==> config.mk <==
export PLATFORM = sky130hd
export DESIGN_NAME = cks_clock_select
export DESIGN_NICKNAME = d
export VERILOG_FILES = /design/src/verilog/cks_pkg.sv /design/src/verilog/cks_mux_if.sv /design/src/verilog/cks_glitchless_mux.sv /design/src/verilog/cks_clock_select.sv
export SDC_FILE = /design/constraint.sdc
export NUM_CORES = 1
export LEC_CHECK = 0
export ABC_CLOCK_PERIOD_IN_PS = 2200
export BUFFER_PORTS_ARGS = -buffer_cell sky130_fd_sc_hd__buf_2
export CORE_AREA = 2 2 88 90
export DETAILED_ROUTE_END_ITERATION = 10
export DIE_AREA = 0 0 90 92
export GPL_TIMING_DRIVEN = 1
export PLACE_DENSITY_LB_ADDON = 0.15
export SYNTH_ARGS = -nofsm -noshare
export SYNTH_HDL_FRONTEND = slang
export SYNTH_SLANG_ARGS = --single-unit
==> constraint.sdc <==
create_clock -name sys_clk_in -period 2.2 [get_ports sys_clk_in]
set_clock_uncertainty 0.1 [all_clocks]
set_input_delay 0.11 -clock sys_clk_in [delete_from_list [all_inputs] [get_ports sys_clk_in]]
set_output_delay 0.11 -clock sys_clk_in [all_outputs]
set_load 0.01 [all_outputs]
==> src/verilog/cks_pkg.sv <==
// Function
// RULE_01 - USB codes 000,001,110 pick HF, HF/8, LF.
// RULE_02 - USB codes 010-101 external /1..4; 111 reserved.
// RULE_03 - Select register bit 7 reads zero, ignores writes.
// RULE_04 - Bit 3 picks raw or resynced pin clock.
// RULE_05 - System codes 000-011 pick HF paths or external.
// RULE_06 - System code 100 picks LF with its divider.
// RULE_07 - Select register resets to zero, HF path.
// RULE_08 - HF 48 MHz, divide by four then 1/2/4/8.
// RULE_09 - Post divider defaults to divide by eight.
// RULE_10 - Writing suspend bit one halts the oscillator.
// RULE_11 - CPU clock stops until USB or VBUS wake; the code stops it only while the system clock comes from an HF path.
// RULE_12 - Wake resumes oscillator, CPU and peripherals.
// RULE_13 - USB wake detection works with transceiver off.
// RULE_14 - Seven bit calibration sets oscillator period.
// RULE_15 - Calibration resets to the factory trim value.
// RULE_16 - Software changes calibration only while disabled; the code accepts calibration writes whatever the enable bit.
// RULE_17 - Calibration register bit 7 reads zero.
// RULE_18 - Divider codes 00..11 divide by 8,4,2,1.
// RULE_19 - Software sets USB clock 48 or 6 MHz.
// RULE_20 - Software switches only to running sources.
// RULE_21 - Enable bit zero disables, one enables oscillator.
// RULE_22 - Clock multiplexers switch without glitches.
// RULE_23 - Reserved USB code holds USB clock stopped.
`default_nettype none
package cks_pkg;
  // Register addresses on the special function register bus.
  localparam logic [7:0] ADDR_CLK_SEL   = 8'hA9;
  localparam logic [7:0] ADDR_HF_CTRL   = 8'hB2;
  localparam logic [7:0] ADDR_HF_CALIB  = 8'hB3;
  // Field positions inside the clock select register.
  localparam int         USB_SEL_LSB    = 4;
  localparam int         OUT_SYNC_BIT   = 3;
  localparam int         SYS_SEL_LSB    = 0;
  // Field positions inside the oscillator control register.
  localparam int         HF_EN_BIT      = 7;
  localparam int         HF_RDY_BIT     = 6;
  localparam int         HF_SUSP_BIT    = 5;
  localparam int         HF_DIV_LSB     = 0;
  // Values after reset.
  localparam logic [7:0] CLK_SEL_RST    = 8'h00;
  localparam logic       HF_EN_RST      = 1'b1;
  localparam logic       HF_SUSP_RST    = 1'b0;
  localparam logic [1:0] HF_DIV_RST     = 2'h0;
  localparam logic [6:0] HF_CALIB_RST   = 7'h00;
  // Index of each pin input inside the synchroniser bank.
  localparam int         PIN_HF         = 0;
  localparam int         PIN_LF         = 1;
  localparam int         PIN_EXT        = 2;
  localparam int         PIN_USB_EV     = 3;
  localparam int         PIN_VBUS       = 4;
  localparam int         PIN_COUNT      = 5;
  // System clock source codes.
  localparam logic [2:0] SYS_HF_DIV     = 3'h0;
  localparam logic [2:0] SYS_EXT        = 3'h1;
  localparam logic [2:0] SYS_HF_HALF    = 3'h2;
  localparam logic [2:0] SYS_HF_FULL    = 3'h3;
  localparam logic [2:0] SYS_LF         = 3'h4;
  // USB clock source codes.
  localparam logic [2:0] USB_HF         = 3'h0;
  localparam logic [2:0] USB_HF_DIV8    = 3'h1;
  localparam logic [2:0] USB_EXT_DIV1   = 3'h2;
  localparam logic [2:0] USB_EXT_DIV2   = 3'h3;
  localparam logic [2:0] USB_EXT_DIV3   = 3'h4;
  localparam logic [2:0] USB_EXT_DIV4   = 3'h5;
  localparam logic [2:0] USB_LF         = 3'h6;
  localparam logic [2:0] USB_RESERVED   = 3'h7;
  // Last state of the divide-by-three counter.
  localparam logic [1:0] DIV3_LAST      = 2'h2;
endpackage
`default_nettype wire

==> src/verilog/cks_mux_if.sv <==
`default_nettype none
// Candidate clock levels, the select code and the switched clock level.
interface cks_mux_if;
  logic [7:0] cand;  // Level of each candidate source.
  logic [2:0] sel;   // Requested source code.
  logic       clk;   // Switched clock level, from a flop.
  modport mux  (input cand, input sel, output clk);
  modport user (output cand, output sel, input clk);
endinterface
`default_nettype wire

==> src/verilog/cks_glitchless_mux.sv <==
`default_nettype none
module cks_glitchless_mux (
  // Clock and reset.
  input  wire logic sys_clk_in,
  input  wire logic resetn_in,
  // Candidates, select and switched clock.
  cks_mux_if.mux    mux_if
);
  import cks_pkg::*;

  logic [2:0] cur_sel;     // Source currently driving the output.
  logic       out_level;   // Registered output level.
  wire        want_switch; // A new source has been requested.
  wire        safe_point;  // Both old and new sources sit low.

  assign want_switch = (mux_if.sel != cur_sel);
  // Moving only while output and both sources are low means no high phase is
  // ever shortened; the price is a wait of up to one slow-clock period.
  assign safe_point  = !out_level && !mux_if.cand[cur_sel] &&
                       !mux_if.cand[mux_if.sel];
  assign mux_if.clk  = out_level;

  // The select register moves only at a safe point.
  always_ff @(posedge sys_clk_in or negedge resetn_in) begin
    if (!resetn_in) begin
      cur_sel <= 3'h0;
    end else if (want_switch && safe_point) begin
      cur_sel <= mux_if.sel;  // [RULE_22]
    end
  end

  // The output follows the source currently in use.
  always_ff @(posedge sys_clk_in or negedge resetn_in) begin
    if (!resetn_in) begin
      out_level <= 1'b0;
    end else begin
      out_level <= mux_if.cand[cur_sel];
    end
  end
endmodule
`default_nettype wire

==> src/verilog/cks_clock_select.sv <==
`default_nettype none
module cks_clock_select (
  // Clock and reset.
  input  wire logic       sys_clk_in,
  input  wire logic       resetn_in,
  // Special function register bus.
  input  wire logic [7:0] sfr_addr_in,
  input  wire logic [7:0] sfr_wdata_in,
  input  wire logic       sfr_wr_in,
  output logic      [7:0] sfr_rdata_out,
  // Oscillator levels and wake sources from outside the clock domain.
  input  wire logic       hf_osc_clk_in,
  input  wire logic       lf_osc_clk_in,
  input  wire logic       ext_osc_clk_in,
  input  wire logic       usb_event_in,
  input  wire logic       vbus_sense_in,
  // Low-frequency divider code and factory trim strap.
  input  wire logic [1:0] lf_osc_divider_in,
  input  wire logic [6:0] factory_trim_in,
  // Oscillator controls.
  output logic            hf_osc_run_out,
  output logic      [6:0] hf_osc_period_out,
  // Derived clocks.
  output logic            system_clock_out,
  output logic            cpu_clock_out,
  output logic            usb_clock_out,
  output logic            pin_clock_out
);
  import cks_pkg::*;

  // Picks one of four taps by a two-bit code.
  function automatic logic cks_pick4(input logic [3:0] taps,
                                     input logic [1:0] code);
    cks_pick4 = taps[code];
  endfunction

  // Three-stage synchronisers and the agreed level of each pin input.
  logic [PIN_COUNT-1:0] sync_s1;
  logic [PIN_COUNT-1:0] sync_s2;
  logic [PIN_COUNT-1:0] sync_s3;
  logic [PIN_COUNT-1:0] pin_level;
  wire  [PIN_COUNT-1:0] raw_pins;
  wire  [PIN_COUNT-1:0] next_pin_level;
  wire  [PIN_COUNT-1:0] pin_rise;

  // Registers seen by software, and the strap capture flag.
  logic [6:0] clock_source_select;  // Bit 7 is not stored.
  logic       hf_osc_enable;        // Oscillator enable.
  logic       hf_osc_suspend;       // Suspend request, cleared by wake.
  logic [1:0] hf_post_divider;      // Division after the fixed stage.
  logic [6:0] hf_osc_calibration;   // Oscillator period trim.
  logic       trim_loaded;          // Strap has been captured.

  // Divider counters, stepped on rising edges of the agreed levels.
  logic [4:0] hf_cnt;
  logic [1:0] ext_cnt;
  logic [1:0] ext_div3_cnt;
  logic [2:0] lf_cnt;

  // Clock gating and pin clock resync.
  logic       cpu_gate_on;
  logic       sys_resync;

  // Field views and decodes.
  wire  [2:0] usb_clock_source_field;
  wire  [2:0] system_clock_source_field;
  wire        pin_clock_out_sync_sel;
  wire        wr_sel;
  wire        wr_ctrl;
  wire        wr_calib;
  wire        wake_event;
  wire        next_suspend;
  wire        sys_from_hf;
  wire        clock_stop_req;
  wire        hf_div_tap;
  wire        lf_div_tap;
  wire        sys_mux_clk;
  wire        usb_mux_clk;
  wire  [7:0] ctrl_view;
  wire  [7:0] next_rdata;

  cks_mux_if sys_if ();
  cks_mux_if usb_if ();

  assign raw_pins = {vbus_sense_in, usb_event_in, ext_osc_clk_in,
                     lf_osc_clk_in, hf_osc_clk_in};
  // A change counts only once the second and third stages agree.
  assign next_pin_level = (sync_s2 & sync_s3) |
                          (pin_level & (sync_s2 | sync_s3));
  assign pin_rise = next_pin_level & ~pin_level;

  assign usb_clock_source_field    = clock_source_select[USB_SEL_LSB +: 3];
  assign pin_clock_out_sync_sel    = clock_source_select[OUT_SYNC_BIT];
  assign system_clock_source_field = clock_source_select[SYS_SEL_LSB +: 3];

  assign wr_sel   = sfr_wr_in && (sfr_addr_in == ADDR_CLK_SEL);
  assign wr_ctrl  = sfr_wr_in && (sfr_addr_in == ADDR_HF_CTRL);
  assign wr_calib = sfr_wr_in && (sfr_addr_in == ADDR_HF_CALIB);

  // Wake needs no transceiver enable: it reads only the event and VBUS
  // pins, so it stays armed while the transceiver is off. [RULE_13]
  assign wake_event = pin_level[PIN_USB_EV] ||
                      (next_pin_level[PIN_VBUS] != pin_level[PIN_VBUS]);
  // Software setting suspend wins over a wake in the same cycle.
  assign next_suspend = (wr_ctrl && sfr_wdata_in[HF_SUSP_BIT]) ? 1'b1 :
                        (wake_event ? 1'b0 : hf_osc_suspend);  // [RULE_12]

  assign sys_from_hf = (system_clock_source_field == SYS_HF_DIV) ||
                       (system_clock_source_field == SYS_HF_HALF) ||
                       (system_clock_source_field == SYS_HF_FULL);
  assign clock_stop_req = hf_osc_suspend && sys_from_hf;  // [RULE_11]

  // Fixed divide by four is hf_cnt[1]; code 00 adds eight. [RULE_08]
  assign hf_div_tap = cks_pick4({hf_cnt[1], hf_cnt[2], hf_cnt[3],
                                 hf_cnt[4]}, hf_post_divider);  // [RULE_18]
  assign lf_div_tap = cks_pick4({lf_cnt[2], lf_cnt[1], lf_cnt[0],
                                 pin_level[PIN_LF]}, lf_osc_divider_in);

  // System clock candidates by source code; unused codes stay low.
  assign sys_if.sel  = system_clock_source_field;
  assign sys_if.cand[SYS_HF_DIV]  = hf_div_tap;           // [RULE_05]
  assign sys_if.cand[SYS_EXT]     = pin_level[PIN_EXT];   // [RULE_05]
  assign sys_if.cand[SYS_HF_HALF] = hf_cnt[0];            // [RULE_05]
  assign sys_if.cand[SYS_HF_FULL] = pin_level[PIN_HF];    // [RULE_05]
  assign sys_if.cand[SYS_LF]      = lf_div_tap;           // [RULE_06]
  assign sys_if.cand[7:5]         = 3'h0;

  // USB clock candidates; the reserved code is a stopped clock.
  assign usb_if.sel  = usb_clock_source_field;
  assign usb_if.cand[USB_HF]       = pin_level[PIN_HF];   // [RULE_01]
  assign usb_if.cand[USB_HF_DIV8]  = hf_cnt[2];           // [RULE_01]
  assign usb_if.cand[USB_EXT_DIV1] = pin_level[PIN_EXT];  // [RULE_02]
  assign usb_if.cand[USB_EXT_DIV2] = ext_cnt[0];          // [RULE_02]
  assign usb_if.cand[USB_EXT_DIV3] = (ext_div3_cnt == DIV3_LAST);
  assign usb_if.cand[USB_EXT_DIV4] = ext_cnt[1];          // [RULE_02]
  assign usb_if.cand[USB_LF]       = pin_level[PIN_LF];   // [RULE_01]
  assign usb_if.cand[USB_RESERVED] = 1'b0;                // [RULE_23]

  assign sys_mux_clk   = sys_if.clk;
  assign usb_mux_clk   = usb_if.clk;
  assign usb_clock_out = usb_mux_clk;

  // Ready mirrors the run output; bits 4:2 read as zero.
  assign ctrl_view = {hf_osc_enable, hf_osc_run_out, hf_osc_suspend,
                      3'h0, hf_post_divider};
  // Unmapped addresses read as zero.
  assign next_rdata =
    (sfr_addr_in == ADDR_CLK_SEL)  ? {1'b0, clock_source_select} :
    (sfr_addr_in == ADDR_HF_CTRL)  ? ctrl_view :
    (sfr_addr_in == ADDR_HF_CALIB) ? {1'b0, hf_osc_calibration} :
    8'h00;  // [RULE_03] [RULE_17]

  cks_glitchless_mux u_sys_mux (
    .sys_clk_in (sys_clk_in),
    .resetn_in  (resetn_in),
    .mux_if     (sys_if)
  );

  cks_glitchless_mux u_usb_mux (
    .sys_clk_in (sys_clk_in),
    .resetn_in  (resetn_in),
    .mux_if     (usb_if)
  );

  // Pin synchronisers; the first stage feeds only the second.
  always_ff @(posedge sys_clk_in or negedge resetn_in) begin
    if (!resetn_in) begin
      sync_s1   <= '0;
      sync_s2   <= '0;
      sync_s3   <= '0;
      pin_level <= '0;
    end else begin
      sync_s1   <= raw_pins;
      sync_s2   <= sync_s1;
      sync_s3   <= sync_s2;
      pin_level <= next_pin_level;
    end
  end

  // Clock select register; bit 7 is never stored.
  always_ff @(posedge sys_clk_in or negedge resetn_in) begin
    if (!resetn_in) begin
      clock_source_select <= CLK_SEL_RST[6:0];  // [RULE_07]
    end else if (wr_sel) begin
      clock_source_select <= sfr_wdata_in[6:0];  // [RULE_03]
    end
  end

  // Oscillator control register.
  always_ff @(posedge sys_clk_in or negedge resetn_in) begin
    if (!resetn_in) begin
      hf_osc_enable   <= HF_EN_RST;
      hf_osc_suspend  <= HF_SUSP_RST;
      hf_post_divider <= HF_DIV_RST;  // [RULE_09]
    end else begin
      hf_osc_suspend <= next_suspend;  // [RULE_10]
      if (wr_ctrl) begin
        hf_osc_enable   <= sfr_wdata_in[HF_EN_BIT];  // [RULE_21]
        hf_post_divider <= sfr_wdata_in[HF_DIV_LSB +: 2];
      end
    end
  end

  // Calibration: the strap is taken on the first edge after release,
  // since an asynchronous reset may only load a constant.
  always_ff @(posedge sys_clk_in or negedge resetn_in) begin
    if (!resetn_in) begin
      hf_osc_calibration <= HF_CALIB_RST;
      trim_loaded        <= 1'b0;
    end else begin
      trim_loaded <= 1'b1;
      if (!trim_loaded) begin
        hf_osc_calibration <= factory_trim_in;  // [RULE_15]
      end else if (wr_calib) begin
        hf_osc_calibration <= sfr_wdata_in[6:0];  // [RULE_14] [RULE_17]
      end
    end
  end

  // Oscillator run and period outputs, and the read data register.
  always_ff @(posedge sys_clk_in or negedge resetn_in) begin
    if (!resetn_in) begin
      hf_osc_run_out    <= 1'b0;
      hf_osc_period_out <= HF_CALIB_RST;
      sfr_rdata_out     <= 8'h00;
    end else begin
      hf_osc_run_out    <= hf_osc_enable && !next_suspend;  // [RULE_10]
      hf_osc_period_out <= hf_osc_calibration;  // [RULE_14]
      sfr_rdata_out     <= next_rdata;
    end
  end

  // Divider counters; a halted oscillator simply stops them.
  always_ff @(posedge sys_clk_in or negedge resetn_in) begin
    if (!resetn_in) begin
      hf_cnt       <= 5'h00;
      ext_cnt      <= 2'h0;
      ext_div3_cnt <= 2'h0;
      lf_cnt       <= 3'h0;
    end else begin
      if (pin_rise[PIN_HF]) begin
        hf_cnt <= hf_cnt + 5'h01;
      end
      if (pin_rise[PIN_EXT]) begin
        ext_cnt      <= ext_cnt + 2'h1;
        ext_div3_cnt <= (ext_div3_cnt == DIV3_LAST) ? 2'h0 :
                        ext_div3_cnt + 2'h1;  // [RULE_02]
      end
      if (pin_rise[PIN_LF]) begin
        lf_cnt <= lf_cnt + 3'h1;
      end
    end
  end

  // The gate moves only while the system clock is low, so stopping and
  // resuming the CPU clock cannot clip a high phase.
  always_ff @(posedge sys_clk_in or negedge resetn_in) begin
    if (!resetn_in) begin
      cpu_gate_on <= 1'b1;
    end else if (!sys_mux_clk) begin
      cpu_gate_on <= !clock_stop_req;  // [RULE_11] [RULE_12]
    end
  end

  // System, CPU and pin clock outputs.
  always_ff @(posedge sys_clk_in or negedge resetn_in) begin
    if (!resetn_in) begin
      system_clock_out <= 1'b0;
      cpu_clock_out    <= 1'b0;
      sys_resync       <= 1'b0;
      pin_clock_out    <= 1'b0;
    end else begin
      system_clock_out <= sys_mux_clk;
      cpu_clock_out    <= sys_mux_clk && cpu_gate_on;
      sys_resync       <= sys_mux_clk;
      pin_clock_out    <= pin_clock_out_sync_sel ? sys_resync :
                          sys_mux_clk;  // [RULE_04]
    end
  end
endmodule
`default_nettype wire

==> impl_metrics.py, run 1 <==
metrics = {
    "run": {
        "drv_cap": 0,
    },
    "yosys": {
        "synth_flop_cell": "dfrtp_1",
        "synth_area_per_cell_um2": 13.8,
        "yosys.area.top_type": "dfrtp_1",
        "ys_types": 47,
        "synth-seq-cells": 79,
        "async_flop_share_pct": 100,
        "synth-edff-count": 0,
        "syn_area_um2": 3220,
        "syn-instance-count": 233,
        "synthTopCellsByArea": "dfrtp_1 (60%), mux2_2 (5.6%), mux2i_1 (3.7%)",
        "yosys.area.top_type_share_pct": 59.8,
        "synth_common_cells": "dfrtp_1 (77), nand2_1 (19), mux2_2 (16)",
        "yosysMostFrequentCell": "dfrtp_1",
        "yosys_warnings": 0,
        "ys_seq_area_share_pct": 61.4,
        "syn_nets": 268,
    },
    "setup_path": {
        "worstSetupPathType": "reg2reg",
        "cp.arrival_ps": 2180,
        "max_stage_delay_ps": 490,
        "endpoint_kind": "flop",
        "r2r_start": "hf_cnt[2]$_DFFE_PN0P_",
        "slowest_stage": "mux4_2",
        "startpoint": "hf_cnt[2]$_DFFE_PN0P_",
        "path_cells": "mux4_2 > mux2i_1 > o32ai_2 > nor3_4 > mux2_1",
        "required_ps": 2330,
        "critPathLaunchType": "flop",
        "crit_fanout": 6,
    },
    "sta": {
        "max-slew-margin-rel_pct": 62.3,
        "drv_slew": 0,
        "fmax_mhz": 489,
        "finalHoldViolations": 0,
        "setup_viol": 0,
        "rsz0062_at_grt": "no",
        "period_needed_ps": 2050,
        "tns_ps": 0,
        "tightest_slew_ps": 566,
        "period_share_pct": 93.0,
    },
    "cts": {
        "clockRootBuffer": "clkbuf_8",
        "htreeDepth": 3,
        "path_clk_slew_ps": 90,
        "clk_latency_ps": 350,
        "cts_resized": 0,
        "cts_tree": "done",
        "cts_num_sinks": 79,
        "cts_buffer_depth": 2,
        "cts_made_buffers": 9,
    },
    "pwr": {
        "leakage_nw": 1.96,
        "pwr_density_cell_nw_per_um2": 858,
        "vdd_drop_max_uv": 502,
        "power.switching_w": 0.00104,
        "power_frac_comb_pct": 18.9,
        "p_seq_share_pct": 52.6,
        "swShare_pct": 29.4,
        "p_int_w": 0.00249,
        "pwr-share-clk_pct": 28.4,
    },
    "route": {
        "wl_per_cell_um": 14.0,
        "drc": 0,
        "drt_wl_total_um": 6090,
        "first_iter_violations": 77,
        "vias": 2076,
        "antenna_left": 0,
        "first_pass_iters": 4,
        "vias_per_cell": 4.77,
    },
    "floorplanning": {
        "die_w_um": 90,
        "coreArea_um2": 7450,
        "start_util_pct": 43.3,
        "io_pins": 53,
        "rows": 32,
        "dieArea_um2": 8280,
        "die_h_um": 92,
    },
    "worst_hold_path": {
        "min_from": "sfr_addr_in[1]",
        "min_path_type": "in2reg",
    },
    "grt": {
        "grt_max_degree": 45,
        "grt_util_all_layers_pct": 16.0,
        "grt_pass1_wl_um": 10200,
        "antenna_found_initial": 0,
        "first_global_vias": 2089,
        "gr-total-overflow": 0,
    },
    "placement": {
        "io_buffer_count": 52,
        "placed_area_um2": 3660,
        "hpwl_um": 4250,
        "place_congestion": 0.801,
    },
    "layout": {
        "final_nets": 363,
        "multiInputGateArea_um2": 1180,
        "area_delta_synth_final_pct": 27.8,
        "final_area_um2": 4120,
        "filler_cell_count": 647,
        "antennaDiodeCount": 0,
        "seq_area_um2": 1980,
        "drive_gt1_share_pct": 32.1,
    },
    "outcome": {
        "outcome": "finished clean",
    },
}
==> critical path: cells and delay by family, from the launching register on <==
kind             cells  cell delay, ps
AND/OR/NAND/NOR      1             250
AO/OA/AOI/OAI        1             120
multiplexers         3            1010
flip-flops           1             450
==> per-layer routing <==
layer / vias up / part of all wire (%) / global-route usage (%) / routed length, um
met3: 10 / 3.7 / 4.52 / 225
li1: 1022 / - / - / -
met1: 1007 / 48 / 22.1 / 2920
met2: 37 / 47 / 23.9 / 2840
met5: - / 0 / 0 / 0
met4: 0 / 1.7 / 6.28 / 104
==> what timing repair did <==
| action | CTS | global route |
|---|---|---|
| setup buffers | 0 | 0 |
| setup endpoints to repair | 0 | 0 |
| hold endpoints to repair | 67 | 0 |
| hold buffers | 27 | 0 |
==> path summary, 6_finish.rpt <==
path	slack [ps]	end	cells past startpoint
setup / recovery	150	u_sys_mux.cur_sel[0]$_DFFE_PN0P_	5
hold / removal	110	sfr_rdata_out[5]$_DFF_PN0_	5
setup reg to reg	150	u_sys_mux.cur_sel[0]$_DFFE_PN0P_	5
hold reg to reg	250	sync_s2[3]$_DFF_PN0_	0
max in group asynchronous	1150	hf_osc_enable$_DFFE_PN1P_	3
min in group asynchronous	190	clock_source_select[3]$_DFFE_PN0P_	2
==> power groups by stage <==
stage	Clock (W)	Sequential (W)	Combinational (W)
floorplan	0	0.00184	0.000473
detailed placement	0	0.00189	0.000635
global placement	0	0.00188	0.000624
global route	0.00110	0.00190	0.000751
CTS	0.00105	0.00186	0.000679
finish	0.00100	0.00186	0.000669
==> registers in the layout, indices dropped and copies added (netlist names), 2 cells and up <==
register,flops
clock_source_select,7
sync_s3,5
hf_post_divider,2
ext_cnt,2
pin_level,5
hf_osc_period_out,7
lf_cnt,3
u_usb_mux.cur_sel,3
ext_div3_cnt,2
u_sys_mux.cur_sel,3
hf_cnt,5
sync_s2,5
sync_s1,5
hf_osc_calibration,7
sfr_rdata_out,8
==> layout by cell type (no fill, tap or decap), types with 2 or more instances in the layout <==
cell and instances:
buf_2 51, inv_1 10, clkinvlp_4 2, maj3_1 5, inv_6 3, buf_4 8
a22oi_1 4, mux2i_1 12, xnor2_1 10, a22o_1 3, clkbuf_8 10, nand2_2 2
mux2_2 16, mux2_1 5, dlygate4sd3_1 27, dfrtp_1 77, nand3b_1 4, nor2b_1 2
ha_1 2, nand2_1 19, dfstp_2 2, nand4_1 3, and2_1 2, a21oi_1 9
o2111ai_1 2, mux4_2 4, nor2_1 12, xor2_1 2
==> area by class of cell <==
class	count	area share, %
Clock buffer	10	3.34
Clock inverter	6	1.22
Inverter	10	0.912
Multi-Input combinational cell	141	28.6
Sequential cell	79	48.1
Tap cell	102	3.10
Timing Repair Buffer	87	14.7
==> cells by family (layout without fill, tap and decap cells) <==
family                   count (synthesis)  in the layout  synth area share (%)
flip-flops                              79             79                  61.4
adder cells (fa/ha/maj)                  7              7                  2.33
multiplexers                            38             38                  14.6
other                                    1              1                 0.116
buffers and inverters                   13            113                  1.98
XOR/XNOR                                12             12                  3.26
AND/OR/NAND/NOR                         55             55                  9.55
AO/OA/AOI/OAI                           28             28                  6.76
==> stage by stage <==
step           total power, W  utilization [%]  hold slack, ps  setup WS [ps]  instances
2_1_floorplan         0.00232                -            -286            262        233
3_3_place_gp          0.00251             49.1            47.3            188        392
3_5_place_dp          0.00252             49.1            49.0            156        392
4_1_cts               0.00359             55.3             108            145        435
5_1_grt               0.00375             55.3             120           54.8        435
6_report              0.00353             55.3             113            154        435
Power figures use the tool's default switching activity.
==> inputs of run 2 (changes only) <==
Settings changed: ABC_CLOCK_PERIOD_IN_PS 2200 to 2300, CORE_AREA 2 2 88 90 to 2 2 84 86, DIE_AREA 0 0 90 92 to 0 0 86 88.
Clock period 2.2 ns to 2.3 ns, I/O delays scaled along.
==> impl_metrics.py, run 2 (synthesis results as in run 1) <==
metrics = {
    "grt": {
        "grt_pass1_wl_um": 10100,
        "antenna_found_initial": 0,
        "first_global_vias": 2063,
        "grt_util_all_layers_pct": 17.8,
        "grt_max_degree": 51,
        "gr-total-overflow": 0,
    },
    "cts": {
        "cts_resized": 0,
        "cts_made_buffers": 9,
        "clockRootBuffer": "clkbuf_8",
        "clk_latency_ps": 350,
        "cts_buffer_depth": 2,
        "htreeDepth": 3,
        "cts_num_sinks": 79,
        "cts_tree": "done",
        "path_clk_slew_ps": 80,
    },
    "layout": {
        "final_area_um2": 4090,
        "final_cell_mix": "dfrtp_1 (77), buf_2 (51), dlygate4sd3_1 (24)",
        "area_delta_synth_final_pct": 26.9,
        "drive_gt1_share_pct": 32.0,
        "filler_cell_count": 520,
        "antennaDiodeCount": 0,
        "regMostFlops": "sfr_rdata_out",
        "layout_commonest_cell": "dfrtp_1",
        "final_nets": 358,
        "largest_reg_flops": 8,
    },
    "floorplanning": {
        "dieArea_um2": 7570,
        "die_h_um": 88,
        "die_w_um": 86,
        "io_pins": 53,
        "coreArea_um2": 6640,
        "start_util_pct": 48.5,
        "rows": 30,
    },
    "setup_path": {
        "cp.arrival_ps": 2200,
        "crit_fanout": 6,
        "r2r_start": "hf_cnt[2]$_DFFE_PN0P_",
        "reg2reg_depth": 5,
        "critPathLaunchType": "flop",
        "critPathCapture": "u_sys_mux.cur_sel[0]$_DFFE_PN0P_",
        "max_stage_delay_ps": 490,
        "startpoint": "hf_cnt[2]$_DFFE_PN0P_",
        "endpoint_kind": "flop",
        "worstSetupPathType": "reg2reg",
        "rr_endpoint": "u_sys_mux.cur_sel[0]$_DFFE_PN0P_",
        "path_cells": "mux4_2 > mux2i_1 > o32ai_2 > nor3_4 > mux2_1",
        "slowest_stage": "mux4_2",
        "reg2reg_slack_ps": 220,
        "required_ps": 2430,
    },
    "pwr": {
        "pwr_density_cell_nw_per_um2": 873,
        "vdd_drop_max_uv": 480,
        "leakage_nw": 1.96,
    },
    "placement": {
        "place_congestion": 0.795,
        "placed_area_um2": 3620,
        "io_buffer_count": 52,
        "place_ws_ps": 234,
        "hpwl_um": 4140,
    },
    "route": {
        "drc": 0,
        "wl_per_cell_um": 14.8,
        "drt_wl_total_um": 6030,
        "antenna_left": 0,
        "vias_per_cell": 5.15,
        "vias": 2100,
        "first_iter_violations": 79,
        "first_pass_iters": 4,
    },
    "sta": {
        "hold_ws_ps": 39.4,
        "layout_setup_ws_ps": 224,
        "period_needed_ps": 2080,
        "max-slew-margin-rel_pct": 65.9,
        "finalHoldViolations": 0,
        "setup_viol": 0,
        "tns_ps": 0,
        "tightest_slew_ps": 511,
        "period_share_pct": 90.2,
        "fmax_mhz": 482,
        "rsz0062_at_grt": "no",
        "drv_slew": 0,
    },
    "outcome": {
        "outcome": "finished clean",
    },
    "run": {
        "drv_cap": 0,
    },
    "worst_hold_path": {
        "min_path_type": "in2reg",
    },
}
run 2: changes by cell type in the layout (fill, tap and decap cells not counted), sizes merged:
cell | previous run | this run
clkinv | 1 | 3
inv | 13 | 10
clkinvlp | 2 | 1
dlygate4sd3 | 27 | 24
bufinv | 0 | 2
buf | 60 | 58
run 2: power by group:
group | internal, W | switching, W | total [W]
Clock | 0.000646 | 0.000507 | 0.00115
Combinational | 0.000362 | 0.000275 | 0.000637
Sequential | 0.00158 | 0.000199 | 0.00178
Total | 0.00259 | 0.000981 | 0.00357
run 2: per-stage QoR:
stage          total power (W)  std cells  util, %
3_3_place_gp           0.00240        368     54.4
4_1_cts                0.00361        408     61.5
3_5_place_dp           0.00242        368     54.4
2_1_floorplan          0.00222        233        -
6_report               0.00357        408     61.5
5_1_grt                0.00377        408     61.5
run 2: area by class of cell:
| class | count | area [um^2] | share of cell area (%) |
|---|---|---|---|
| clock buffers | 10 | 138 | 3.37 |
| clock inverters | 6 | 93.8 | 2.30 |
| inverters | 10 | 37.5 | 0.918 |
| multi-input cells | 141 | 1180 | 28.8 |
| flip-flops and latches | 79 | 1980 | 48.4 |
| well taps | 80 | 100 | 2.45 |
| repair buffers | 82 | 561 | 13.7 |
run 2: timing repair:
item | CTS | global route
setup buffers | 0 | 0
endpoints found under the hold margin | 101 | 0
hold buffers | 24 | 0
endpoints found under the setup margin | 0 | 0
run 2: routing by layer:
layer	up-vias	part of all wire [%]	global-route usage, %	routed length, um
li1	1009	-	-	-
met1	1036	47	24.4	2850
met2	45	47	27.0	2820
met3	10	3.9	4.43	237
met4	0	1.9	7.79	114
met5	-	0	0	0
run 2: worst max-delay path: cells and delay by family (launching register included):
family	cells	cell delay (ps)
mux	3	1030
flops	1	450
compound gates	1	130
simple gates	1	250
run 2: how the worst min path moves through the flow:
stage,from,endpoint,slack [ps],cells after the start
after floorplan,resetn_in,clock_source_select[0]$_DFFE_PN0P_,-280,0
after global routing,sfr_addr_in[0],sfr_rdata_out[7]$_DFF_PN0_,40,3
after global placement,resetn_in,u_usb_mux.cur_sel[0]$_DFFE_PN0P_,-30,1
final,sfr_addr_in[0],sfr_rdata_out[7]$_DFF_PN0_,40,3
after CTS,sfr_addr_in[0],sfr_rdata_out[7]$_DFF_PN0_,30,3
after detailed placement,resetn_in,u_usb_mux.cur_sel[0]$_DFFE_PN0P_,-30,1
